$ cat config.mk
export PLATFORM = sky130hd
export DESIGN_NAME = fmpc_fault_mask_phase_config
export DESIGN_NICKNAME = d
export VERILOG_FILES = /design/src/hdl/fmpc_pkg.sv /design/src/hdl/fmpc_serial_bits.sv /design/src/hdl/fmpc_fault_mask_phase_config.sv
export SDC_FILE = /design/constraint.sdc
export NUM_CORES = 1
export LEC_CHECK = 0
export ABC_AREA = 1
export BUFFER_PORTS_ARGS = -buffer_cell sky130_fd_sc_hd__buf_2
export CORE_MARGIN = 1
export CORE_UTILIZATION = 59
export CTS_CLUSTER_SIZE = 16
export DETAILED_ROUTE_END_ITERATION = 6
export HOLD_SLACK_MARGIN = 0.03
export PLACE_DENSITY = 0.8
export SYNTH_ARGS = -nofsm -noshare
export SYNTH_HDL_FRONTEND = slang
export SYNTH_SLANG_ARGS = --single-unit
$ cat constraint.sdc
create_clock -name core_clk -period 2.06 [get_ports core_clk]
set_input_delay 0.206 -clock core_clk [delete_from_list [all_inputs] [get_ports core_clk]]
set_output_delay 0.206 -clock core_clk [all_outputs]
set_load 0.01 [all_outputs]
$ cat src/hdl/fmpc_pkg.sv
// Shared constants and types for the fault mask and phase config block
package fmpc_pkg;

  // Structure sizes
  localparam int unsigned PHASES  = 6;
  localparam int unsigned ALERT_W = 18;
  localparam int unsigned TRIP_W  = 16;
  localparam int unsigned PINS    = 12;

  // Serial slave address, lsb comes from the strap pin
  localparam logic [6:0] SLAVE_BASE = 7'h70;

  // Register word addresses on the serial bus
  localparam logic [15:0] OFS_MODE    = 16'h0100;
  localparam logic [15:0] OFS_ALRTA_L = 16'h0102;
  localparam logic [15:0] OFS_ALRTA_H = 16'h0103;
  localparam logic [15:0] OFS_ALRTB_L = 16'h0104;
  localparam logic [15:0] OFS_ALRTB_H = 16'h0105;
  localparam logic [15:0] OFS_TRIP    = 16'h0106;
  localparam logic [15:0] OFS_PHASE   = 16'h0107;
  localparam logic [15:0] OFS_PINMAP  = 16'h0108;
  localparam logic [15:0] OFS_STATUS  = 16'h0109;

  // Values after reset
  localparam logic               MODE_RST   = 1'b0;
  localparam logic [ALERT_W-1:0] ALERT_RST  = 18'h00000;
  localparam logic [TRIP_W-1:0]  TRIP_RST   = 16'h0000;
  localparam logic [PHASES-1:0]  PHASE_RST  = 6'h3f;
  localparam logic               PINMAP_RST = 1'b0;

  // Mask positions that carry a fault source
  localparam logic [ALERT_W-1:0] ALERT_USED = 18'h3ffbb;
  localparam logic [TRIP_W-1:0]  TRIP_USED  = 16'hfff7;

  // Alert mask field positions
  localparam int unsigned AB_NVM   = 17;
  localparam int unsigned AB_IBUS  = 16;
  localparam int unsigned AB_INUV  = 15;
  localparam int unsigned AB_OUTUV = 14;
  localparam int unsigned AB_OUTOV = 13;
  localparam int unsigned AB_THALR = 12;
  localparam int unsigned AB_THSHD = 11;
  localparam int unsigned AB_DIALR = 10;
  localparam int unsigned AB_DISHD = 9;
  localparam int unsigned AB_HS1   = 8;
  localparam int unsigned AB_HS2   = 7;
  localparam int unsigned AB_HS3   = 5;
  localparam int unsigned AB_HS5   = 4;
  localparam int unsigned AB_HS6   = 3;
  localparam int unsigned AB_CLK   = 1;
  localparam int unsigned AB_CAL   = 0;

  // Trip mask field positions; high-side shorts run 8 down to 4
  localparam int unsigned TB_INUV  = 15;
  localparam int unsigned TB_OUTUV = 14;
  localparam int unsigned TB_OUTOV = 13;
  localparam int unsigned TB_PHREG = 12;
  localparam int unsigned TB_THSHD = 11;
  localparam int unsigned TB_PHSS  = 10;
  localparam int unsigned TB_DISHD = 9;
  localparam int unsigned TB_HS1   = 8;
  localparam int unsigned TB_TOREG = 2;
  localparam int unsigned TB_TOSS  = 1;
  localparam int unsigned TB_CAL   = 0;

  // Raw fault sources; hs_short index 0 is channel 1
  typedef struct packed {
    logic              nvm;
    logic              int_bus;
    logic              in_uv;
    logic              out_uv;
    logic              out_ov;
    logic              therm_alert;
    logic              therm_shdn;
    logic              die_alert;
    logic              die_shdn;
    logic [PHASES-1:0] hs_short;
    logic              clk_ctrl;
    logic              calib;
    logic              phase_oc_reg;
    logic              phase_oc_ss;
    logic              total_oc_reg;
    logic              total_oc_ss;
  } fmpc_fault_t;

  // Serial bit engine states
  typedef enum logic [2:0] {
    BIT_IDLE,
    BIT_RX,
    BIT_ACK,
    BIT_TX,
    BIT_TXACK
  } fmpc_bit_state_t;

endpackage

$ cat src/hdl/fmpc_serial_bits.sv
// Two-wire serial slave bit and byte engine
`timescale 1ns/10ps
module fmpc_serial_bits
  import fmpc_pkg::*;
(
  input  wire logic       core_clk,
  input  wire logic       rst_n,
  input  wire logic [6:0] dev_addr,
  input  wire logic       scl_in,
  input  wire logic       sda_in,
  output      logic       sda_out,
  output      logic       sda_oe,
  output      logic       bus_start,
  output      logic       bus_stop,
  output      logic       rx_valid,
  output      logic [7:0] rx_data,
  output      logic       tx_req,
  input  wire logic [7:0] tx_data
);

  fmpc_bit_state_t state;     // Bit engine state
  logic            scl_q;     // Previous clock line
  logic            sda_q;     // Previous data line
  logic [2:0]      cnt;       // Bit count in byte
  logic [7:0]      sh;        // Shift register
  logic            first;     // Address byte in progress
  logic            rw;        // Read requested
  logic            byte_done; // Eighth bit seen
  logic            more;      // Master acked a read byte
  logic            start_c;
  logic            stop_c;
  logic            rise;
  logic            fall;
  logic            hit;

  // Lines are already synchronous, one stage for edges
  always_ff @(posedge core_clk) begin
    if (!rst_n) begin
      scl_q <= 1'b1;
      sda_q <= 1'b1;
    end else begin
      scl_q <= scl_in;
      sda_q <= sda_in;
    end
  end

  assign start_c = scl_in & scl_q & sda_q & ~sda_in;
  assign stop_c  = scl_in & scl_q & ~sda_q & sda_in;
  assign rise    = scl_in & ~scl_q;
  assign fall    = ~scl_in & scl_q;
  assign hit     = (sh[7:1] == dev_addr);

  // Byte framing, acknowledge and read shifting
  always_ff @(posedge core_clk) begin
    if (!rst_n) begin
      state     <= BIT_IDLE;
      cnt       <= 3'h0;
      sh        <= 8'h00;
      first     <= 1'b0;
      rw        <= 1'b0;
      byte_done <= 1'b0;
      more      <= 1'b0;
    end else if (start_c) begin
      // Repeated start restarts framing anywhere
      state     <= BIT_RX;
      cnt       <= 3'h0;
      first     <= 1'b1;
      byte_done <= 1'b0;
    end else if (stop_c) begin
      state <= BIT_IDLE;
    end else begin
      case (state)
        BIT_RX: begin
          if (rise) begin
            sh        <= {sh[6:0], sda_in};
            cnt       <= cnt + 3'h1;
            byte_done <= (cnt == 3'h7);
          end else if (fall && byte_done) begin
            byte_done <= 1'b0;
            // Foreign address: stay off the bus till next start
            state     <= (!first || hit) ? BIT_ACK : BIT_IDLE;
            if (first) begin
              rw <= sh[0];
            end
          end
        end
        BIT_ACK: begin
          if (fall) begin
            first <= 1'b0;
            cnt   <= 3'h0;
            if (rw) begin
              state <= BIT_TX;
              sh    <= tx_data;
            end else begin
              state <= BIT_RX;
            end
          end
        end
        BIT_TX: begin
          if (fall) begin
            cnt <= cnt + 3'h1;
            if (cnt == 3'h7) begin
              state <= BIT_TXACK;
            end else begin
              sh <= {sh[6:0], 1'b0};
            end
          end
        end
        BIT_TXACK: begin
          if (rise) begin
            more <= ~sda_in;
          end else if (fall) begin
            // Not-acknowledge ends the read and frees the line
            state <= more ? BIT_TX : BIT_IDLE;
            sh    <= tx_data;
            cnt   <= 3'h0;
          end
        end
        default: begin
          state <= BIT_IDLE;
        end
      endcase
    end
  end

  // One-cycle event pulses towards the register side
  always_ff @(posedge core_clk) begin
    if (!rst_n) begin
      bus_start <= 1'b0;
      bus_stop  <= 1'b0;
      rx_valid  <= 1'b0;
      tx_req    <= 1'b0;
    end else begin
      bus_start <= start_c;
      bus_stop  <= stop_c;
      rx_valid  <= !start_c && !stop_c && state == BIT_RX && fall
                   && byte_done && !first;
      tx_req    <= !start_c && !stop_c
                   && ((state == BIT_RX && fall && byte_done && first
                        && hit && sh[0])
                       || (state == BIT_TXACK && rise && !sda_in));
    end
  end

  // Open drain: only ever pulls low
  assign sda_out = 1'b0;
  assign sda_oe  = (state == BIT_ACK) || (state == BIT_TX && !sh[7]);
  assign rx_data = sh;

endmodule

$ cat src/hdl/fmpc_fault_mask_phase_config.sv
// Fault masking, trip, phase enable and drive pin mapping with registers
`timescale 1ns/10ps
module fmpc_fault_mask_phase_config
  import fmpc_pkg::*;
#(
  parameter int unsigned N_PHASE = PHASES
)(
  input  wire logic               core_clk,
  input  wire logic               rst_n,
  input  wire logic               addr_strap,
  input  wire logic               scl_in,
  input  wire logic               sda_in,
  output      logic               sda_out,
  output      logic               sda_oe,
  input  wire fmpc_fault_t        fault,
  input  wire logic [N_PHASE-1:0] pwm_in,
  input  wire logic [N_PHASE-1:0] low_side_gate_signal,
  output      logic               alert_a,
  output      logic               alert_b,
  output      logic               trip,
  output      logic [N_PHASE-1:0] phase_enable,
  output      logic [PINS-1:0]    drive_pin
);

  // Pin mapping is fixed at two pins per phase
  if (N_PHASE != PHASES) begin : g_bad_phase
    $error("N_PHASE must equal the six supported phases");
  end

  logic               driver_mode_select;  // 1 = dual input drivers
  logic [ALERT_W-1:0] alert_pin_a_enables; // Alert pin A sources
  logic [ALERT_W-1:0] alert_pin_b_enables; // Alert pin B sources
  logic [TRIP_W-1:0]  trip_enable_set;     // Shutdown sources
  logic [PHASES-1:0]  active_phase_select; // Bit 0 is phase one
  logic               pin_map_select;      // Output pin routing

  logic               bus_start;
  logic               bus_stop;
  logic               rx_valid;
  logic [7:0]         rx_data;
  logic               tx_req;
  logic [7:0]         tx_data;   // Byte handed to the serial engine
  logic [2:0]         byte_idx;  // Bytes since start, saturates
  logic [15:0]        reg_addr;  // Current register address
  logic [7:0]         data_hi;   // First data byte of a write
  logic [7:0]         rd_hold;   // Low byte captured with high byte
  logic               rd_lo;     // Next read byte is the low one
  logic               wr_stb;
  logic [15:0]        wr_word;
  logic [15:0]        rd_word;
  logic [ALERT_W-1:0] alert_src;
  logic [TRIP_W-1:0]  trip_src;
  logic               phase_ok;  // Selector is a legal contiguous set
  logic [PHASES-1:0]  hs_q;      // Gated high-side signals
  logic [PHASES-1:0]  ls_q;      // Gated low-side signals
  logic [PINS-1:0]    next_pin;

  // Serial bit engine
  fmpc_serial_bits fmpc_serial_bits_inst (
    .core_clk  (core_clk),
    .rst_n     (rst_n),
    .dev_addr  ({SLAVE_BASE[6:1], addr_strap}),
    .scl_in    (scl_in),
    .sda_in    (sda_in),
    .sda_out   (sda_out),
    .sda_oe    (sda_oe),
    .bus_start (bus_start),
    .bus_stop  (bus_stop),
    .rx_valid  (rx_valid),
    .rx_data   (rx_data),
    .tx_req    (tx_req),
    .tx_data   (tx_data)
  );

  // byte sequencing: address high, address low, data
  always_ff @(posedge core_clk) begin
    if (!rst_n) begin
      byte_idx <= 3'h0;
      reg_addr <= 16'h0000;
      data_hi  <= 8'h00;
    end else if (bus_start || bus_stop) begin
      byte_idx <= 3'h0;
    end else if (rx_valid) begin
      // Bytes past the fourth are acked but ignored
      if (byte_idx != 3'h4) begin
        byte_idx <= byte_idx + 3'h1;
      end
      case (byte_idx)
        3'h0: reg_addr[15:8] <= rx_data;
        3'h1: reg_addr[7:0]  <= rx_data;
        3'h2: data_hi        <= rx_data;
        default: ;
      endcase
    end
  end

  assign wr_stb  = rx_valid && byte_idx == 3'h3;
  assign wr_word = {data_hi, rx_data};

  // Configuration register writes
  always_ff @(posedge core_clk) begin
    if (!rst_n) begin
      driver_mode_select  <= MODE_RST;
      alert_pin_a_enables <= ALERT_RST;
      alert_pin_b_enables <= ALERT_RST;
      trip_enable_set     <= TRIP_RST;
      active_phase_select <= PHASE_RST;
      pin_map_select      <= PINMAP_RST;
    end else if (wr_stb) begin
      // Unmapped addresses take no effect
      case (reg_addr)
        OFS_MODE:    driver_mode_select <= wr_word[0];
        OFS_ALRTA_L: alert_pin_a_enables[15:0] <= wr_word;
        OFS_ALRTA_H: alert_pin_a_enables[17:16] <= wr_word[1:0];
        OFS_ALRTB_L: alert_pin_b_enables[15:0] <= wr_word;
        OFS_ALRTB_H: alert_pin_b_enables[17:16] <= wr_word[1:0];
        OFS_TRIP:    trip_enable_set <= wr_word;
        OFS_PHASE:   active_phase_select <= wr_word[5:0];
        OFS_PINMAP:  pin_map_select <= wr_word[0];
        default: ;
      endcase
    end
  end

  // Read data; unmapped addresses read zero
  always_comb begin
    case (reg_addr)
      OFS_MODE:    rd_word = {15'h0000, driver_mode_select};
      OFS_ALRTA_L: rd_word = alert_pin_a_enables[15:0];
      OFS_ALRTA_H: rd_word = {14'h0000, alert_pin_a_enables[17:16]};
      OFS_ALRTB_L: rd_word = alert_pin_b_enables[15:0];
      OFS_ALRTB_H: rd_word = {14'h0000, alert_pin_b_enables[17:16]};
      OFS_TRIP:    rd_word = trip_enable_set;
      OFS_PHASE:   rd_word = {10'h000, active_phase_select};
      OFS_PINMAP:  rd_word = {15'h0000, pin_map_select};
      OFS_STATUS:  rd_word = {12'h000, phase_ok, trip, alert_b, alert_a};
      default:     rd_word = 16'h0000;
    endcase
  end

  // read bytes: high first, low held from the same instant
  always_ff @(posedge core_clk) begin
    if (!rst_n) begin
      tx_data <= 8'h00;
      rd_hold <= 8'h00;
      rd_lo   <= 1'b0;
    end else if (bus_start) begin
      rd_lo <= 1'b0;
    end else if (tx_req) begin
      // Holding the low byte keeps the word coherent across bytes
      tx_data <= rd_lo ? rd_hold : rd_word[15:8];
      rd_hold <= rd_word[7:0];
      rd_lo   <= ~rd_lo;
    end
  end

  always_comb begin
    alert_src           = '0;
    alert_src[AB_NVM]   = fault.nvm;
    alert_src[AB_IBUS]  = fault.int_bus;
    alert_src[AB_INUV]  = fault.in_uv;
    alert_src[AB_OUTUV] = fault.out_uv;
    alert_src[AB_OUTOV] = fault.out_ov;
    alert_src[AB_THALR] = fault.therm_alert;
    alert_src[AB_THSHD] = fault.therm_shdn;
    alert_src[AB_DIALR] = fault.die_alert;
    alert_src[AB_DISHD] = fault.die_shdn;
    alert_src[AB_HS1]   = fault.hs_short[0];
    alert_src[AB_HS2]   = fault.hs_short[1];
    alert_src[AB_HS3]   = fault.hs_short[2];
    alert_src[AB_HS5]   = fault.hs_short[4];
    alert_src[AB_HS6]   = fault.hs_short[5];
    alert_src[AB_CLK]   = fault.clk_ctrl;
    alert_src[AB_CAL]   = fault.calib;
  end

  always_comb begin
    trip_src           = '0;
    trip_src[TB_INUV]  = fault.in_uv;
    trip_src[TB_OUTUV] = fault.out_uv;
    trip_src[TB_OUTOV] = fault.out_ov;
    trip_src[TB_PHREG] = fault.phase_oc_reg;
    trip_src[TB_THSHD] = fault.therm_shdn;
    trip_src[TB_PHSS]  = fault.phase_oc_ss;
    trip_src[TB_DISHD] = fault.die_shdn;
    // Channel six short has no trip position
    for (int i = 0; i < 5; i++) begin
      trip_src[TB_HS1 - i] = fault.hs_short[i];
    end
    trip_src[TB_TOREG] = fault.total_oc_reg;
    trip_src[TB_TOSS]  = fault.total_oc_ss;
    trip_src[TB_CAL]   = fault.calib;
  end

  // masked OR, registered to give clean pins
  always_ff @(posedge core_clk) begin
    if (!rst_n) begin
      alert_a <= 1'b0;
      alert_b <= 1'b0;
      trip    <= 1'b0;
    end else begin
      // unused positions are gated out again
      alert_a <= |(alert_pin_a_enables & ALERT_USED & alert_src);
      alert_b <= |(alert_pin_b_enables & ALERT_USED & alert_src);
      trip    <= |(trip_enable_set & TRIP_USED & trip_src);
    end
  end

  // Legal selector: low two bits set, no gaps above
  assign phase_ok = (active_phase_select[1:0] == 2'h3)
    && ((active_phase_select & (active_phase_select + 6'h01)) == 6'h00);
  assign phase_enable = active_phase_select;

  always_ff @(posedge core_clk) begin
    if (!rst_n) begin
      hs_q <= '0;
      ls_q <= '0;
    end else begin
      // A gap from a bad selector is served as written, not fixed
      hs_q <= pwm_in & active_phase_select;
      ls_q <= driver_mode_select
              ? (low_side_gate_signal & active_phase_select) : '0;
    end
  end

  // pin routing: interleaved pairs or split halves
  for (genvar i = 0; i < PINS; i++) begin : g_map
    logic paired; // Map 0: even pin high side, odd pin low side
    logic split;  // Map 1: first half high side, second half low
    assign paired = (i % 2 == 0) ? hs_q[i / 2] : ls_q[i / 2];
    assign split  = (i < PHASES) ? hs_q[i % PHASES] : ls_q[i % PHASES];
    assign next_pin[i] = pin_map_select ? split : paired;
  end

  // Drive pins come straight from flops; index 0 is drive_pin_first
  always_ff @(posedge core_clk) begin
    if (!rst_n) begin
      drive_pin <= '0;
    end else begin
      drive_pin <= next_pin;
    end
  end
endmodule

== Word-level counts from Yosys, hierarchy flattened ==
Cells that the tools add are included.
Cells by class
  equality and inequality tests: 38
  magnitude comparators: 0
  bitwise operators: 24
  reduce and logical (&&, ||, !) cells: 61
  div/mod/pow operators: 0
  $mul: 0
  muxes and demuxes: 44
  shift operators: 0
  add/sub/neg operators: 3
Operator list (number)
  $eq A16 B9 Y1 const B: 9
  $pmux W16 S9: 1
  $mux W8: 8
  $and A18 B18 Y18: 2
  $reduce_or A18 Y1: 2
  $mux W3: 11
  $pmux W8 S4: 1
  $pmux W3 S4: 2
  $reduce_and A2 Y1: 11
  $ne A4 B1 Y1 const B: 5
  $and A6 B6 Y6: 3
  $mux W1: 18
  $logic_and A1 B1 Y1: 17
  $and A16 B16 Y16: 1
  $ne A2 B1 Y1 const B: 8
  $reduce_or A16 Y1: 1
  $reduce_and A3 Y1: 5
  $reduce_and A7 Y1: 2
  $eq A3 B2 Y1 const B: 4
  $not A1 Y1: 11
  $reduce_and A10 Y1: 1
  $ne A4 B2 Y1 const B: 2
  $and A1 B1 Y1: 7
  $eq A7 B7 Y1: 1
  other kinds (19): 37
Storage, ports and cells
  bits in latches: 0
  bits in registers: 155
  memory bits (read-only): 0
  word-level logic and storage cells: 205
  input port bits: 38
  output and inout port bits: 23
  RAM bits: 0
  memories kept: 0

== Logic depth before layout (Yosys ltp) ==
Gate-level depths: netlist of run 1.
  depth in word-level cells: 9
  depth in mapped cells: 12

== Cells and area by module ==
A second synthesis of run 1 with hierarchy kept.
Unflattened totals
  cells, all modules: 987
  area, all modules: 7013.0 µm²
By module, submodules not included
  fmpc_fault_mask_phase_config: times used 1, area an instance 5710.5 µm², cells each 784
  fmpc_serial_bits: times used 1, area an instance 1302.5 µm², cells each 203

== Worst setup path after synthesis of run 1 ==
Ideal clock, no wire load.
  kind: reg2reg
  start: register byte_idx[0]
  end: register pin_map_select
  period minus slack after synthesis: 1.620 ns
  path buffers: 1
  data arrival time: 1.487 ns
  data required time: 1.927 ns
  stages on the path, launching flop included: 9
  setup time: 0.133 ns
  slack: 0.440 ns
  path through: dfxtp_1 > ha_1 > ha_1 > nand2_1 > inv_2 > clkbuf_1 > nand3_1 > o21ai_0 > a21oi_1
On the way
  word-level cells in the longest chain between the ends: 3
Ends and longest elaborated chain
  start: declaration: RTL line fmpc_fault_mask_phase_config.sv:43  | logic [2:0] byte_idx;
  start signal: assignment: RTL line fmpc_fault_mask_phase_config.sv:86  | byte_idx <= byte_idx + 3'h1;
  $eq A3 B2 Y1: RTL line fmpc_fault_mask_phase_config.sv:97  | assign wr_stb = rx_valid && byte_idx == 3'h3;
  $logic_and A1 B1 Y1: RTL line fmpc_fault_mask_phase_config.sv:97
  $reduce_and A2 Y1 (no line)
  end signal: assignment: RTL line fmpc_fault_mask_phase_config.sv:119  | OFS_PINMAP: pin_map_select <= wr_word[0];
  end: declaration: RTL line fmpc_fault_mask_phase_config.sv:35  | logic pin_map_select;
No other way between the ends.
A chain may end at the register's enable or synchronous reset.

== Final worst setup path of run 1 ==
  start: register reg_addr[1]
  end: register trip_enable_set[1]
On the way
  word-level cells in the longest chain between the ends: 2
Ends and longest elaborated chain
  start: declaration: RTL line fmpc_fault_mask_phase_config.sv:44  | logic [15:0] reg_addr;
  start signal: assignment: RTL line fmpc_fault_mask_phase_config.sv:90  | 3'h1: reg_addr[7:0] <= rx_data;
  $eq A16 B9 Y1: RTL line fmpc_fault_mask_phase_config.sv:111  | case (reg_addr)
  $reduce_and A2 Y1 (no line)
  end signal: assignment: RTL line fmpc_fault_mask_phase_config.sv:117  | OFS_TRIP: trip_enable_set <= wr_word;
  end: declaration: RTL line fmpc_fault_mask_phase_config.sv:33  | logic [TRIP_W-1:0] trip_enable_set;
No other way between the ends.

==> report_table.html, run 1 <==
<table>
<tr><th>Metric</th><th>Value</th></tr>
<tr><th colspan="2">STA</th></tr>
<tr><td>Setup Total Neg Slack</td><td>0 ns</td></tr>
<tr><td>Final hold violation count</td><td>0</td></tr>
<tr><td>Setup skew after layout</td><td>0.00675 ns</td></tr>
<tr><td>Setup repair after global routing missed its margin</td><td>false</td></tr>
<tr><td>Headroom to the max-slew limit</td><td>65.3%</td></tr>
<tr><td>Max-slew violation total from the final report</td><td>0</td></tr>
<tr><td>Min Tclk post-route</td><td>1.89 ns</td></tr>
<tr><td>Transition time at the pin with the least slew margin</td><td>0.515 ns</td></tr>
<tr><td>Final setup viols</td><td>0</td></tr>
<tr><td>Upper clock frequency limit</td><td>530 MHz</td></tr>
<tr><td>Period utilisation layout</td><td>91.6%</td></tr>
<tr><th colspan="2">Yosys</th></tr>
<tr><td>Ys flop type</td><td>sky130_fd_sc_hd__dfxtp_1</td></tr>
<tr><td>Number of enable flip-flop cells after synthesis</td><td>0</td></tr>
<tr><td>Register bit count reported by yosys</td><td>roughly 160</td></tr>
<tr><td>Yosys warnings</td><td>0</td></tr>
<tr><td>Ys async rst share</td><td>0%</td></tr>
<tr><td>Netlist Area Pre-Place</td><td>0.00685 sq mm</td></tr>
<tr><td>Sequential cell area fraction in the yosys report</td><td>45.3%</td></tr>
<tr><td>Synth top area share</td><td>45.3%</td></tr>
<tr><td>Cell type with the highest aggregate area in the netlist</td><td>sky130_fd_sc_hd__dfxtp_1</td></tr>
<tr><td>Number of nets produced by synthesis</td><td>a little under 1000</td></tr>
<tr><td>Cells taking the most area after synthesis</td><td>sky130_fd_sc_hd__dfxtp_1 45%, sky130_fd_sc_hd__nand2_1 12%, sky130_fd_sc_hd__nand3_1 7.9%, sky130_fd_sc_hd__a21oi_1 7.5%, sky130_fd_sc_hd__o21ai_0 5.3%</td></tr>
<tr><td>Number of standard cells after synthesis</td><td>946</td></tr>
<tr><td>Count of different cell masters after synthesis</td><td>40</td></tr>
<tr><td>Mean cell area of the mapped netlist</td><td>roughly 7.2 sq um</td></tr>
<tr><th colspan="2">Critical path</th></tr>
<tr><td>Path type of the worst setup path</td><td>flip-flop to flip-flop</td></tr>
<tr><td>Internal reg-to-reg setup slack</td><td>roughly 0.17 ns</td></tr>
<tr><td>Arrival time reported for the critical path endpoint</td><td>about 2.2 ns</td></tr>
<tr><td>Launching element type of the critical path</td><td>flip-flop</td></tr>
<tr><td>Cell count of the worst reg-to-reg path</td><td>9</td></tr>
<tr><td>Critical Path End Type</td><td>flip-flop</td></tr>
<tr><td>Critical register-to-register path startpoint</td><td>reg_addr[1]</td></tr>
<tr><td>Required arrival time at the worst endpoint</td><td>2.36 ns</td></tr>
<tr><td>Worst reg2reg endpoint</td><td>trip_enable_set[1]</td></tr>
<tr><td>Crit Path Max Fanout</td><td>18</td></tr>
<tr><th colspan="2">Route</th></tr>
<tr><td>Average vias per placed instance</td><td>slightly below 6</td></tr>
<tr><td>Final Routed Wirelength</td><td>19.0 mm</td></tr>
<tr><td>Vias</td><td>6798</td></tr>
<tr><td>DR pass1 iterations</td><td>7</td></tr>
<tr><td>Drt drc</td><td>0</td></tr>
<tr><td>Routed len/inst</td><td>16.3 um</td></tr>
<tr><td>DR iter-0 viols</td><td>946</td></tr>
<tr><td>Final ANT Viol Nets</td><td>0</td></tr>
<tr><th colspan="2">Layout</th></tr>
<tr><td>Area Growth Syn to Fin</td><td>17.2%</td></tr>
<tr><td>Number of nets in the final layout</td><td>1057</td></tr>
<tr><td>Most common library cell in the layout ignoring fill and taps</td><td>sky130_fd_sc_hd__nand2_1</td></tr>
<tr><td>Most frequent cells in the layout</td><td>216 x sky130_fd_sc_hd__nand2_1, 155 x sky130_fd_sc_hd__dfxtp_1, 108 x sky130_fd_sc_hd__nand3_1</td></tr>
<tr><td>Post-Layout Inst Area</td><td>0.00802 sq mm</td></tr>
<tr><td>Layout cell share with drive strength beyond 1</td><td>roughly 14%</td></tr>
<tr><td>Number of antenna diodes</td><td>0</td></tr>
<tr><td>Count of filler cells inserted in the layout</td><td>slightly below 900</td></tr>
<tr><th colspan="2">CTS</th></tr>
<tr><td>Clock tree sinks</td><td>155</td></tr>
<tr><td>Clk pin slew, worst setup/hold paths</td><td>0.06 ns</td></tr>
<tr><td>Maximum level of the CTS H-tree</td><td>4</td></tr>
<tr><td>Num CTS Buffers</td><td>17</td></tr>
<tr><td>Clock latency of the later-clocked register in the worst-skew pair</td><td>0.43 ns</td></tr>
<tr><td>Root buffer cell</td><td>sky130_fd_sc_hd__clkbuf_16</td></tr>
<tr><td>Deepest clock path buffer count</td><td>2</td></tr>
<tr><td>Number of buffers added for setup after CTS</td><td>0</td></tr>
<tr><td>TritonCTS clock tree</td><td>done</td></tr>
<tr><th colspan="2">Placed design</th></tr>
<tr><td>Final weighted congestion in routability-driven placement</td><td>0.944</td></tr>
<tr><td>Cell area after placement</td><td>0.00724 sq mm</td></tr>
<tr><td>HPWL after detailed placement</td><td>12.8 mm</td></tr>
<tr><td>Count of buffers inserted at the top-level ports</td><td>59</td></tr>
<tr><th colspan="2">GRT</th></tr>
<tr><td>Initial antenna violation count</td><td>0</td></tr>
<tr><td>Via count of the first global-routing pass</td><td>6143</td></tr>
<tr><td>Global-route wire length before repair</td><td>between 30 and 40 mm</td></tr>
<tr><td>Largest net degree at the start of global routing</td><td>56</td></tr>
<tr><td>Overall overflow remaining after global route</td><td>0</td></tr>
<tr><td>Global-route usage over all layers</td><td>33.3%</td></tr>
<tr><th colspan="2">Floorplan</th></tr>
<tr><td>Starting density of the core</td><td>61.8%</td></tr>
<tr><td>Number of standard-cell rows in the floorplan</td><td>38</td></tr>
<tr><td>Die span in y</td><td>110 um</td></tr>
<tr><td>Die Footprint</td><td>0.0120 sq mm</td></tr>
<tr><td>Core Area</td><td>roughly 0.011 sq mm</td></tr>
<tr><td>Die W</td><td>~110 um</td></tr>
<tr><td>Number of top-level pins</td><td>61</td></tr>
<tr><th colspan="2">Power</th></tr>
<tr><td>Maximum vdd ir drop</td><td>896 uV</td></tr>
<tr><td>Power density over the cells</td><td>914 mW/mm^2</td></tr>
<tr><td>Static leakage power</td><td>0.00335 uW</td></tr>
<tr><th colspan="2">Hold path</th></tr>
<tr><td>Endpoint of the worst hold path</td><td>fmpc_serial_bits_inst.bus_start</td></tr>
<tr><td>Hold depth</td><td>3</td></tr>
<tr><td>Worst min-delay path startpoint</td><td>rst_n</td></tr>
<tr><td>HP Class</td><td>input pin to flip-flop</td></tr>
<tr><th colspan="2">Outcome</th></tr>
<tr><td>Run status</td><td>finished clean</td></tr>
<tr><th colspan="2">Flow run</th></tr>
<tr><td>Max Cap Viol</td><td>0</td></tr>
</table>
## synth_stat cells (4+ instances only)
library cell,number
sky130_fd_sc_hd__nand2_1,216
sky130_fd_sc_hd__dfxtp_1,155
sky130_fd_sc_hd__nand3_1,108
sky130_fd_sc_hd__a21oi_1,103
sky130_fd_sc_hd__nor2_1,92
sky130_fd_sc_hd__o21ai_0,72
sky130_fd_sc_hd__inv_1,60
sky130_fd_sc_hd__clkbuf_1,23
sky130_fd_sc_hd__o21ai_1,15
sky130_fd_sc_hd__buf_2,12
sky130_fd_sc_hd__a221oi_1,10
sky130_fd_sc_hd__nand2_2,8
sky130_fd_sc_hd__buf_6,7
sky130_fd_sc_hd__ha_1,7
sky130_fd_sc_hd__inv_2,7
sky130_fd_sc_hd__nor2_2,6
sky130_fd_sc_hd__buf_4,5
sky130_fd_sc_hd__nand4_1,5
sky130_fd_sc_hd__nor3_1,4
## layout make-up
class                   count  area (sq um)  area share (%)
clock buffers              20           447            5.57
clock inverters            12           195            2.43
inverters                  69           260            3.24
multi-input cells         674          3220            40.1
flip-flops and latches    155          3100            38.7
well taps                 140           175            2.18
repair buffers             95           626            7.80
## routing by layer
layer | share of wire [%] | track usage, % | vias to the layer above
li1 | - | - | 3269
met3 | 10 | 9.37 | 61
met5 | 0 | 0 | -
met2 | 45 | 52.3 | 373
met4 | 3.2 | 14.9 | 0
met1 | 42 | 42.5 | 3095
## power breakdown
group          internal (uW)  switching, uW
clock                   2170           1220
combinational            230            513
sequential              3090            107
total                   5490           1840
## metrics by stage
stage               hold slack, ns  utilization [%]  std cells  setup slack, ns  power [uW]
finish                       0.149             72.4       1165            0.173        7330
global route                 0.157             72.4       1165           0.0339        7560
CTS                          0.139             72.4       1165            0.238        7320
detailed placement           0.406             65.3       1119            0.242        3950
global placement             0.392             65.3       1119            0.302        3950
floorplan                    0.313                -        946            0.440        3690
## how the worst max path moves through the flow
stage,start,to,slack (ns),depth (start not counted)
after global placement,reg_addr[1],trip_enable_set[4],0.30,9
after CTS,reg_addr[1],trip_enable_set[1],0.24,9
final,reg_addr[1],trip_enable_set[1],0.17,9
after global routing,reg_addr[1],trip_enable_set[1],0.03,9
after floorplan,byte_idx[0],pin_map_select,0.44,8
after detailed placement,reg_addr[1],trip_enable_set[1],0.24,9
## logic make-up (layout without fill, tap and decap cells)
kind of cell    after synthesis  after routing  share of synthesized area, %
simple gates                454            454                          29.1
compound gates              211            211                          16.4
flops                       155            155                          45.3
buf+inv                     117            196                          7.70
fa+ha+maj                     7              7                          1.28
other cells                   1              1                        0.0548
xor+xnor                      1              1                         0.128
## critical path: stages (launching register included)
cell                      delay, ns
sky130_fd_sc_hd__dfxtp_1       0.38
sky130_fd_sc_hd__inv_2         0.06
sky130_fd_sc_hd__nor2_2        0.13
sky130_fd_sc_hd__nand2_2       0.11
sky130_fd_sc_hd__nor2_8        0.20
sky130_fd_sc_hd__nand2_2       0.10
sky130_fd_sc_hd__inv_2         0.14
sky130_fd_sc_hd__nand2_2       0.30
sky130_fd_sc_hd__o21ai_0       0.28
sky130_fd_sc_hd__a21oi_1       0.06
## sequential cells by signal, indices dropped and copies added, names as in the netlist, 3 cells and up
signal / flops
alert_pin_a_enables: 18
alert_pin_b_enables: 18
byte_idx: 3
data_hi: 8
drive_pin: 12
fmpc_serial_bits_inst.cnt: 3
fmpc_serial_bits_inst.rx_data: 8
fmpc_serial_bits_inst.state: 3
hs_q: 6
ls_q: 6
phase_enable: 6
rd_hold: 8
reg_addr: 16
trip_enable_set: 16
tx_data: 8
## repair_timing
item                                   4_1_cts  5_1_grt
hold buffers                                14        0
endpoints found under the hold margin       14        0
gates resized for setup                      0        0
(Power assumes the default switching activity.)
==> inputs of run 2 (changes only) <==
Settings changed: CTS_BUF_LIST from default to sky130_fd_sc_hd__clkbuf_4 sky130_fd_sc_hd__clkbuf_8 sky130_fd_sc_hd__clkbuf_16.
==> run 2 against run 1 <==
Via count is 0.29% lower; non-clock buffer count unchanged; flip-flop and latch count is the same; first-iteration DRC count fell by 7.0%; register-to-register slack is essentially flat; core utilization rose by 0.068 points; critical path type unchanged; critical endpoint unchanged.
==> report_table.html, run 2 (same netlist as run 1, synthesis figures left out) <==
<table>
<tr><th>Metric</th><th>Value</th></tr>
<tr><th colspan="2">CTS</th></tr>
<tr><td>Num CTS Buffers</td><td>17</td></tr>
<tr><td>Clock latency of the later-clocked register in the worst-skew pair</td><td>0.43 ns</td></tr>
<tr><td>Maximum level of the CTS H-tree</td><td>4</td></tr>
<tr><td>Deepest clock path buffer count</td><td>2</td></tr>
<tr><td>Clk pin slew, worst setup/hold paths</td><td>0.06 ns</td></tr>
<tr><td>Root buffer cell</td><td>sky130_fd_sc_hd__clkbuf_16</td></tr>
<tr><td>TritonCTS clock tree</td><td>done</td></tr>
<tr><td>Clock tree sinks</td><td>155</td></tr>
<tr><th colspan="2">STA</th></tr>
<tr><td>Upper clock frequency limit</td><td>approximately 530 MHz</td></tr>
<tr><td>Final hold violation count</td><td>0</td></tr>
<tr><td>Worst path setup slack after routing</td><td>0.186 ns</td></tr>
<tr><td>Max-slew violation total from the final report</td><td>0</td></tr>
<tr><td>Period utilisation layout</td><td>about nine tenths</td></tr>
<tr><td>Min Tclk post-route</td><td>1.87 ns</td></tr>
<tr><td>Setup Total Neg Slack</td><td>0 ns</td></tr>
<tr><td>Final setup viols</td><td>0</td></tr>
<tr><td>Setup repair after global routing missed its margin</td><td>false</td></tr>
<tr><td>Headroom to the max-slew limit</td><td>65.3%</td></tr>
<tr><td>Transition time at the pin with the least slew margin</td><td>0.520 ns</td></tr>
<tr><td>Setup skew after layout</td><td>between 0.006 and 0.007 ns</td></tr>
<tr><th colspan="2">Layout</th></tr>
<tr><td>Area Growth Syn to Fin</td><td>17.3%</td></tr>
<tr><td>Most common library cell in the layout ignoring fill and taps</td><td>sky130_fd_sc_hd__nand2_1</td></tr>
<tr><td>Layout cell share with drive strength beyond 1</td><td>between 10% and 20%</td></tr>
<tr><td>Number of antenna diodes</td><td>0</td></tr>
<tr><td>Number of nets in the final layout</td><td>around 1100</td></tr>
<tr><td>Registers with the most flip-flops</td><td>alert_pin_a_enables x18, alert_pin_b_enables x18</td></tr>
<tr><td>Count of filler cells inserted in the layout</td><td>894</td></tr>
<tr><td>Most frequent cells in the layout</td><td>216 x sky130_fd_sc_hd__nand2_1, 155 x sky130_fd_sc_hd__dfxtp_1, 108 x sky130_fd_sc_hd__nand3_1</td></tr>
<tr><th colspan="2">Placed design</th></tr>
<tr><td>HPWL after detailed placement</td><td>between 10 and 15 mm</td></tr>
<tr><td>Final weighted congestion in routability-driven placement</td><td>0.944</td></tr>
<tr><td>Minimum setup slack after placement</td><td>about 0.24 ns</td></tr>
<tr><td>Count of buffers inserted at the top-level ports</td><td>59</td></tr>
<tr><th colspan="2">Route</th></tr>
<tr><td>Average vias per placed instance</td><td>5.82</td></tr>
<tr><td>Final Routed Wirelength</td><td>19.0 mm</td></tr>
<tr><td>DR iter-0 viols</td><td>880</td></tr>
<tr><td>DR pass1 iterations</td><td>6</td></tr>
<tr><td>Vias</td><td>~6800</td></tr>
<tr><td>Drt drc</td><td>0</td></tr>
<tr><td>Routed len/inst</td><td>around 16 um</td></tr>
<tr><td>Final ANT Viol Nets</td><td>0</td></tr>
<tr><th colspan="2">GRT</th></tr>
<tr><td>Via count of the first global-routing pass</td><td>~6100</td></tr>
<tr><td>Global-route wire length before repair</td><td>30.1 mm</td></tr>
<tr><td>Largest net degree at the start of global routing</td><td>56</td></tr>
<tr><td>Initial antenna violation count</td><td>0</td></tr>
<tr><td>Overall overflow remaining after global route</td><td>0</td></tr>
<tr><td>Global-route usage over all layers</td><td>about a third</td></tr>
<tr><th colspan="2">Floorplan</th></tr>
<tr><td>Die W</td><td>110 um</td></tr>
<tr><td>Die span in y</td><td>110 um</td></tr>
<tr><td>Die Footprint</td><td>0.0120 sq mm</td></tr>
<tr><td>Number of standard-cell rows in the floorplan</td><td>38</td></tr>
<tr><td>Starting density of the core</td><td>61.8%</td></tr>
<tr><td>Number of top-level pins</td><td>61</td></tr>
<tr><td>Core Area</td><td>0.0111 sq mm</td></tr>
<tr><th colspan="2">Critical path</th></tr>
<tr><td>Most used cell along the critical path</td><td>sky130_fd_sc_hd__nand2_2</td></tr>
<tr><td>Cells along the critical path</td><td>inv_2 -&gt; nor2_2 -&gt; nand2_2 -&gt; nor2_8 -&gt; nand2_2 -&gt; inv_2 -&gt; nand2_2 -&gt; o21ai_0 -&gt; a21oi_1</td></tr>
<tr><td>Launching element type of the critical path</td><td>flip-flop</td></tr>
<tr><td>Arrival time reported for the critical path endpoint</td><td>2.17 ns</td></tr>
<tr><td>Required arrival time at the worst endpoint</td><td>between 2 and 2.5 ns</td></tr>
<tr><td>Slowest cell delay on critical path</td><td>about 0.38 ns</td></tr>
<tr><td>Path type of the worst setup path</td><td>flip-flop to flip-flop</td></tr>
<tr><td>Buf/Inv on CP</td><td>2</td></tr>
<tr><td>Critical Path End Type</td><td>flip-flop</td></tr>
<tr><td>Worst path slowest cell</td><td>sky130_fd_sc_hd__dfxtp_1</td></tr>
<tr><td>Family of cells with the greatest summed delay on the critical path</td><td>simple AND/OR/NAND/NOR gates</td></tr>
<tr><td>Crit Path Max Fanout</td><td>18</td></tr>
<tr><th colspan="2">Power</th></tr>
<tr><td>Static leakage power</td><td>0.00335 uW</td></tr>
<tr><td>Maximum vdd ir drop</td><td>896 uV</td></tr>
<tr><td>Power after layout</td><td>7350 uW</td></tr>
<tr><td>Power density over the cells</td><td>just over 900 mW/mm^2</td></tr>
<tr><th colspan="2">Outcome</th></tr>
<tr><td>Run status</td><td>finished clean</td></tr>
<tr><th colspan="2">Hold path</th></tr>
<tr><td>HP Class</td><td>input pin to flip-flop</td></tr>
<tr><th colspan="2">Flow run</th></tr>
<tr><td>Max Cap Viol</td><td>0</td></tr>
</table>
-- run 2: cell type report --
type / instances / area (sq um) / area share, %
Timing Repair Buffer: 95 / 626 / 7.79
Sequential cell: 155 / 3100 / 38.6
Clock inverter: 12 / 195 / 2.43
Multi-Input combinational cell: 674 / 3220 / 40.0
Tap cell: 140 / 175 / 2.18
Inverter: 69 / 260 / 3.24
Clock buffer: 20 / 454 / 5.66
-- run 2: worst paths after layout --
check	startpoint	end	slack, ns	depth (start not counted)
setup / recovery	reg_addr[1]	trip_enable_set[1]	0.19	9
hold / removal	rst_n	fmpc_serial_bits_inst.bus_start	0.15	3
setup reg to reg	reg_addr[1]	trip_enable_set[1]	0.19	9
hold reg to reg	ls_q[5]	drive_pin[11]	0.42	2
-- run 2: what timing repair did --
| action | CTS | global route |
|---|---|---|
| hold buffers | 14 | 0 |
| resized for setup | 0 | 0 |
| hold endpoints to repair | 14 | 0 |
| setup buffers | 0 | 0 |
-- run 2: per-stage QoR --
step           std cells  hold slack (ns)  utilization (%)  instance area (sq um)
5_1_grt             1165            0.157             72.5                   8030
3_3_place_gp        1119            0.392             65.3                   7240
4_1_cts             1165            0.139             72.5                   8030
3_5_place_dp        1119            0.406             65.3                   7240
2_1_floorplan        946            0.313                -                   6850
6_report            1165            0.150             72.5                   8030
-- run 2: metal layers --
metal	routed length (um)	GRT usage, %
met5	0	0
met3	1820	9.31
met2	8610	52.5
met1	8000	42.5
met4	562	14.5
-- run 2: tightest hold or removal path: stages --
cell and delay (ns):
sky130_fd_sc_hd__buf_2 0.11, sky130_fd_sc_hd__inv_2 0.11, sky130_fd_sc_hd__nor2_1 0.11
-- run 2: where the power goes --
| group | internal [uW] | total (uW) | switching [uW] | leakage, uW |
|---|---|---|---|---|
| Combinational | 230 | 746 | 516 | 0.00179 |
| Sequential | 3090 | 3190 | 104 | 0.00125 |
| Clock | 2200 | 3410 | 1220 | 0.000309 |
| Total | 5520 | 7350 | 1840 | 0.00335 |
==> inputs of run 3 (changes only) <==
Settings changed: BUFFER_PORTS_ARGS -buffer_cell sky130_fd_sc_hd__buf_2 to default, CORE_UTILIZATION 59 to 63, DONT_BUFFER_PORTS from default to 1, REMOVE_ABC_BUFFERS from default to 1.
==> run 3 against run 2 <==
Routed wire length increased by 1.7%; register-to-register slack got worse by 0.08 ns; clock skew barely moved; non-clock buffer count fell by 55; fmax down 4.2%; via count down 1.1%; first-iteration DRC count shrank 7.4%; worst setup slack lost 0.082 ns; sequential share of layout area grew 1.7 points; total power shrank 6.9%; hold slack got worse by 0.092 ns; critical path type unchanged; critical endpoint unchanged.
==> report_table.html, run 3 (same netlist as run 1, synthesis figures left out) <==
<table>
<tr><th>Metric</th><th>Value</th></tr>
<tr><th colspan="2">Outcome</th></tr>
<tr><td>Run status</td><td>finished clean</td></tr>
<tr><th colspan="2">Floorplan</th></tr>
<tr><td>Number of standard-cell rows in the floorplan</td><td>37</td></tr>
<tr><td>Number of top-level pins</td><td>61</td></tr>
<tr><td>Die Footprint</td><td>roughly 0.011 sq mm</td></tr>
<tr><td>Die span in y</td><td>106 um</td></tr>
<tr><td>Core Area</td><td>between 0.01 and 0.015 sq mm</td></tr>
<tr><td>Starting density of the core</td><td>65.7%</td></tr>
<tr><td>Die W</td><td>106 um</td></tr>
<tr><th colspan="2">Layout</th></tr>
<tr><td>Layout cell share with drive strength beyond 1</td><td>about 8.7%</td></tr>
<tr><td>Post-Layout Inst Area</td><td>a little under 0.008 sq mm</td></tr>
<tr><td>Most common library cell in the layout ignoring fill and taps</td><td>sky130_fd_sc_hd__nand2_1</td></tr>
<tr><td>Number of nets in the final layout</td><td>about 1000</td></tr>
<tr><td>Final instance count without filler cells</td><td>1103</td></tr>
<tr><td>Registers with the most flip-flops</td><td>alert_pin_a_enables x18, alert_pin_b_enables x18</td></tr>
<tr><td>Number of antenna diodes</td><td>0</td></tr>
<tr><td>Count of filler cells inserted in the layout</td><td>800</td></tr>
<tr><td>Most frequent cells in the layout</td><td>216 x sky130_fd_sc_hd__nand2_1, 155 x sky130_fd_sc_hd__dfxtp_1, 108 x sky130_fd_sc_hd__nand3_1</td></tr>
<tr><td>Area Growth Syn to Fin</td><td>12.4%</td></tr>
<tr><th colspan="2">GRT</th></tr>
<tr><td>Initial antenna violation count</td><td>0</td></tr>
<tr><td>Largest net degree at the start of global routing</td><td>between 70 and 80</td></tr>
<tr><td>Global-route wire length before repair</td><td>30.9 mm</td></tr>
<tr><td>Via count of the first global-routing pass</td><td>approximately 6000</td></tr>
<tr><td>Overall overflow remaining after global route</td><td>0</td></tr>
<tr><td>Global-route usage over all layers</td><td>35.3%</td></tr>
<tr><th colspan="2">STA</th></tr>
<tr><td>Setup Total Neg Slack</td><td>0 ns</td></tr>
<tr><td>Setup repair after global routing missed its margin</td><td>false</td></tr>
<tr><td>Upper clock frequency limit</td><td>between 500 and 600 MHz</td></tr>
<tr><td>Final setup viols</td><td>0</td></tr>
<tr><td>Headroom to the max-slew limit</td><td>63.7%</td></tr>
<tr><td>Max-slew violation total from the final report</td><td>0</td></tr>
<tr><td>Min Tclk post-route</td><td>1.96 ns</td></tr>
<tr><td>Setup skew after layout</td><td>0.00661 ns</td></tr>
<tr><td>Transition time at the pin with the least slew margin</td><td>0.539 ns</td></tr>
<tr><td>Period utilisation layout</td><td>95.0%</td></tr>
<tr><td>Final hold violation count</td><td>0</td></tr>
<tr><th colspan="2">Power</th></tr>
<tr><td>Total net switching power</td><td>between 1500 and 2000 uW</td></tr>
<tr><td>Maximum vdd ir drop</td><td>~720 uV</td></tr>
<tr><td>Static leakage power</td><td>slightly above 0.003 uW</td></tr>
<tr><td>Power Internal</td><td>5060 uW</td></tr>
<tr><td>Sequential power share</td><td>46.5%</td></tr>
<tr><td>Switching power share of the total</td><td>26.1%</td></tr>
<tr><td>Clock share of power</td><td>42.7%</td></tr>
<tr><td>Gate power share</td><td>10.8%</td></tr>
<tr><td>Power density over the cells</td><td>890 mW/mm^2</td></tr>
<tr><th colspan="2">Placed design</th></tr>
<tr><td>Cell area after placement</td><td>0.00690 sq mm</td></tr>
<tr><td>HPWL after detailed placement</td><td>between 10 and 15 mm</td></tr>
<tr><td>Final weighted congestion in routability-driven placement</td><td>0.998</td></tr>
<tr><td>Count of buffers inserted at the top-level ports</td><td>0</td></tr>
<tr><td># placed instances</td><td>1052</td></tr>
<tr><th colspan="2">Critical path</th></tr>
<tr><td>Arrival time reported for the critical path endpoint</td><td>between 2 and 2.5 ns</td></tr>
<tr><td>Cells along the critical path</td><td>nor2_2 -&gt; nand2_4 -&gt; nor2_8 -&gt; nand2_2 -&gt; inv_2 -&gt; nand2_2 -&gt; o21ai_0 -&gt; a21oi_1</td></tr>
<tr><td>Slowest cell delay on critical path</td><td>0.33 ns</td></tr>
<tr><td>Path type of the worst setup path</td><td>flip-flop to flip-flop</td></tr>
<tr><td>Launching element type of the critical path</td><td>flip-flop</td></tr>
<tr><td>Crit Path Max Fanout</td><td>18</td></tr>
<tr><td>Required arrival time at the worst endpoint</td><td>2.47 ns</td></tr>
<tr><td>Critical Path End Type</td><td>flip-flop</td></tr>
<tr><td>Worst path slowest cell</td><td>sky130_fd_sc_hd__dfxtp_1</td></tr>
<tr><td>Most used cell along the critical path</td><td>sky130_fd_sc_hd__nand2_2</td></tr>
<tr><th colspan="2">Flow run</th></tr>
<tr><td>Max Cap Viol</td><td>0</td></tr>
<tr><th colspan="2">Route</th></tr>
<tr><td>Final Routed Wirelength</td><td>19.3 mm</td></tr>
<tr><td>Final ANT Viol Nets</td><td>0</td></tr>
<tr><td>DR pass1 iterations</td><td>6</td></tr>
<tr><td>Routed len/inst</td><td>~18 um</td></tr>
<tr><td>Vias</td><td>6702</td></tr>
<tr><td>Average vias per placed instance</td><td>about 6.1</td></tr>
<tr><td>Drt drc</td><td>0</td></tr>
<tr><td>DR iter-0 viols</td><td>815</td></tr>
<tr><th colspan="2">CTS</th></tr>
<tr><td>Maximum level of the CTS H-tree</td><td>4</td></tr>
<tr><td>Root buffer cell</td><td>sky130_fd_sc_hd__clkbuf_8</td></tr>
<tr><td>Deepest clock path buffer count</td><td>2</td></tr>
<tr><td>Clk pin slew, worst setup/hold paths</td><td>~0.06 ns</td></tr>
<tr><td>TritonCTS clock tree</td><td>done</td></tr>
<tr><td>Clock latency of the later-clocked register in the worst-skew pair</td><td>0.54 ns</td></tr>
<tr><td>Num CTS Buffers</td><td>17</td></tr>
<tr><td>Clock tree sinks</td><td>155</td></tr>
<tr><th colspan="2">Hold path</th></tr>
<tr><td>HP Class</td><td>input pin to flip-flop</td></tr>
</table>
[run 3: changes by cell type in the layout (fill, tap and decap cells not counted), sizes merged]
cell,change
buf,-62
dlygate4sd3,+7
clkinvlp,-2
clkbuf,+4
bufinv,-4
clkinv,-1
[run 3: final timing paths]
path | slack (ns) | cells past startpoint | endpoint | startpoint
max | 0.10 | 8 | trip_enable_set[1] | reg_addr[4]
min | 0.06 | 2 | alert_a | fault[19]
max reg2reg | 0.10 | 8 | trip_enable_set[1] | reg_addr[4]
min reg2reg | 0.43 | 1 | fmpc_serial_bits_inst.rx_valid | fmpc_serial_bits_inst.first
[run 3: repair_timing]
item	in CTS	in global routing
endpoints found under the setup margin	0	3
hold buffers	23	0
setup buffers	0	0
endpoints found under the hold margin	94	0
resized for setup	0	1
[run 3: metrics by stage]
stage,setup slack (ns),power (uW),utilization (%),hold slack (ns)
after CTS,0.0552,6820,73.9,0.0416
after floorplan,0.0787,3640,-,0.275
after detailed placement,0.156,3890,66.2,0.287
after global placement,0.253,3870,66.2,0.283
final,0.104,6850,73.8,0.0576
after global routing,0.00435,7080,73.8,0.115
[run 3: power groups by stage]
stage                     logic (uW)  registers [uW]  clock network, uW
after global placement           631            3240                  0
after detailed placement         649            3250                  0
after CTS                        712            3180               2930
after floorplan                  382            3250                  0
after global routing             813            3190               3070
final                            741            3190               2920
[run 3: critical path: cells and delay by family (launching register included)]
kind | cells | cell delay [ns]
and+or+nand+nor | 5 | 0.95
AOI/OAI and AO/OA | 2 | 0.35
DFF | 1 | 0.33
buffers and inverters | 1 | 0.19
[run 3: layout make-up]
cell class                 instances  area (sq um)  share of cell area, %
clock buffer                      24           492                   6.39
clock inverter                     5          62.6                  0.813
inverter                          69           260                   3.38
multi-input combinational        674          3220                   41.8
sequential                       155          3100                   40.3
tap                              136           170                   2.21
timing repair buffer              40           389                   5.06
[run 3: routing by layer]
layer  GRT usage, %  part of all wire, %
met1           46.4                   40
met2           55.3                   46
met3           8.52                   11
met4           15.5                  3.3
met5              0                    0
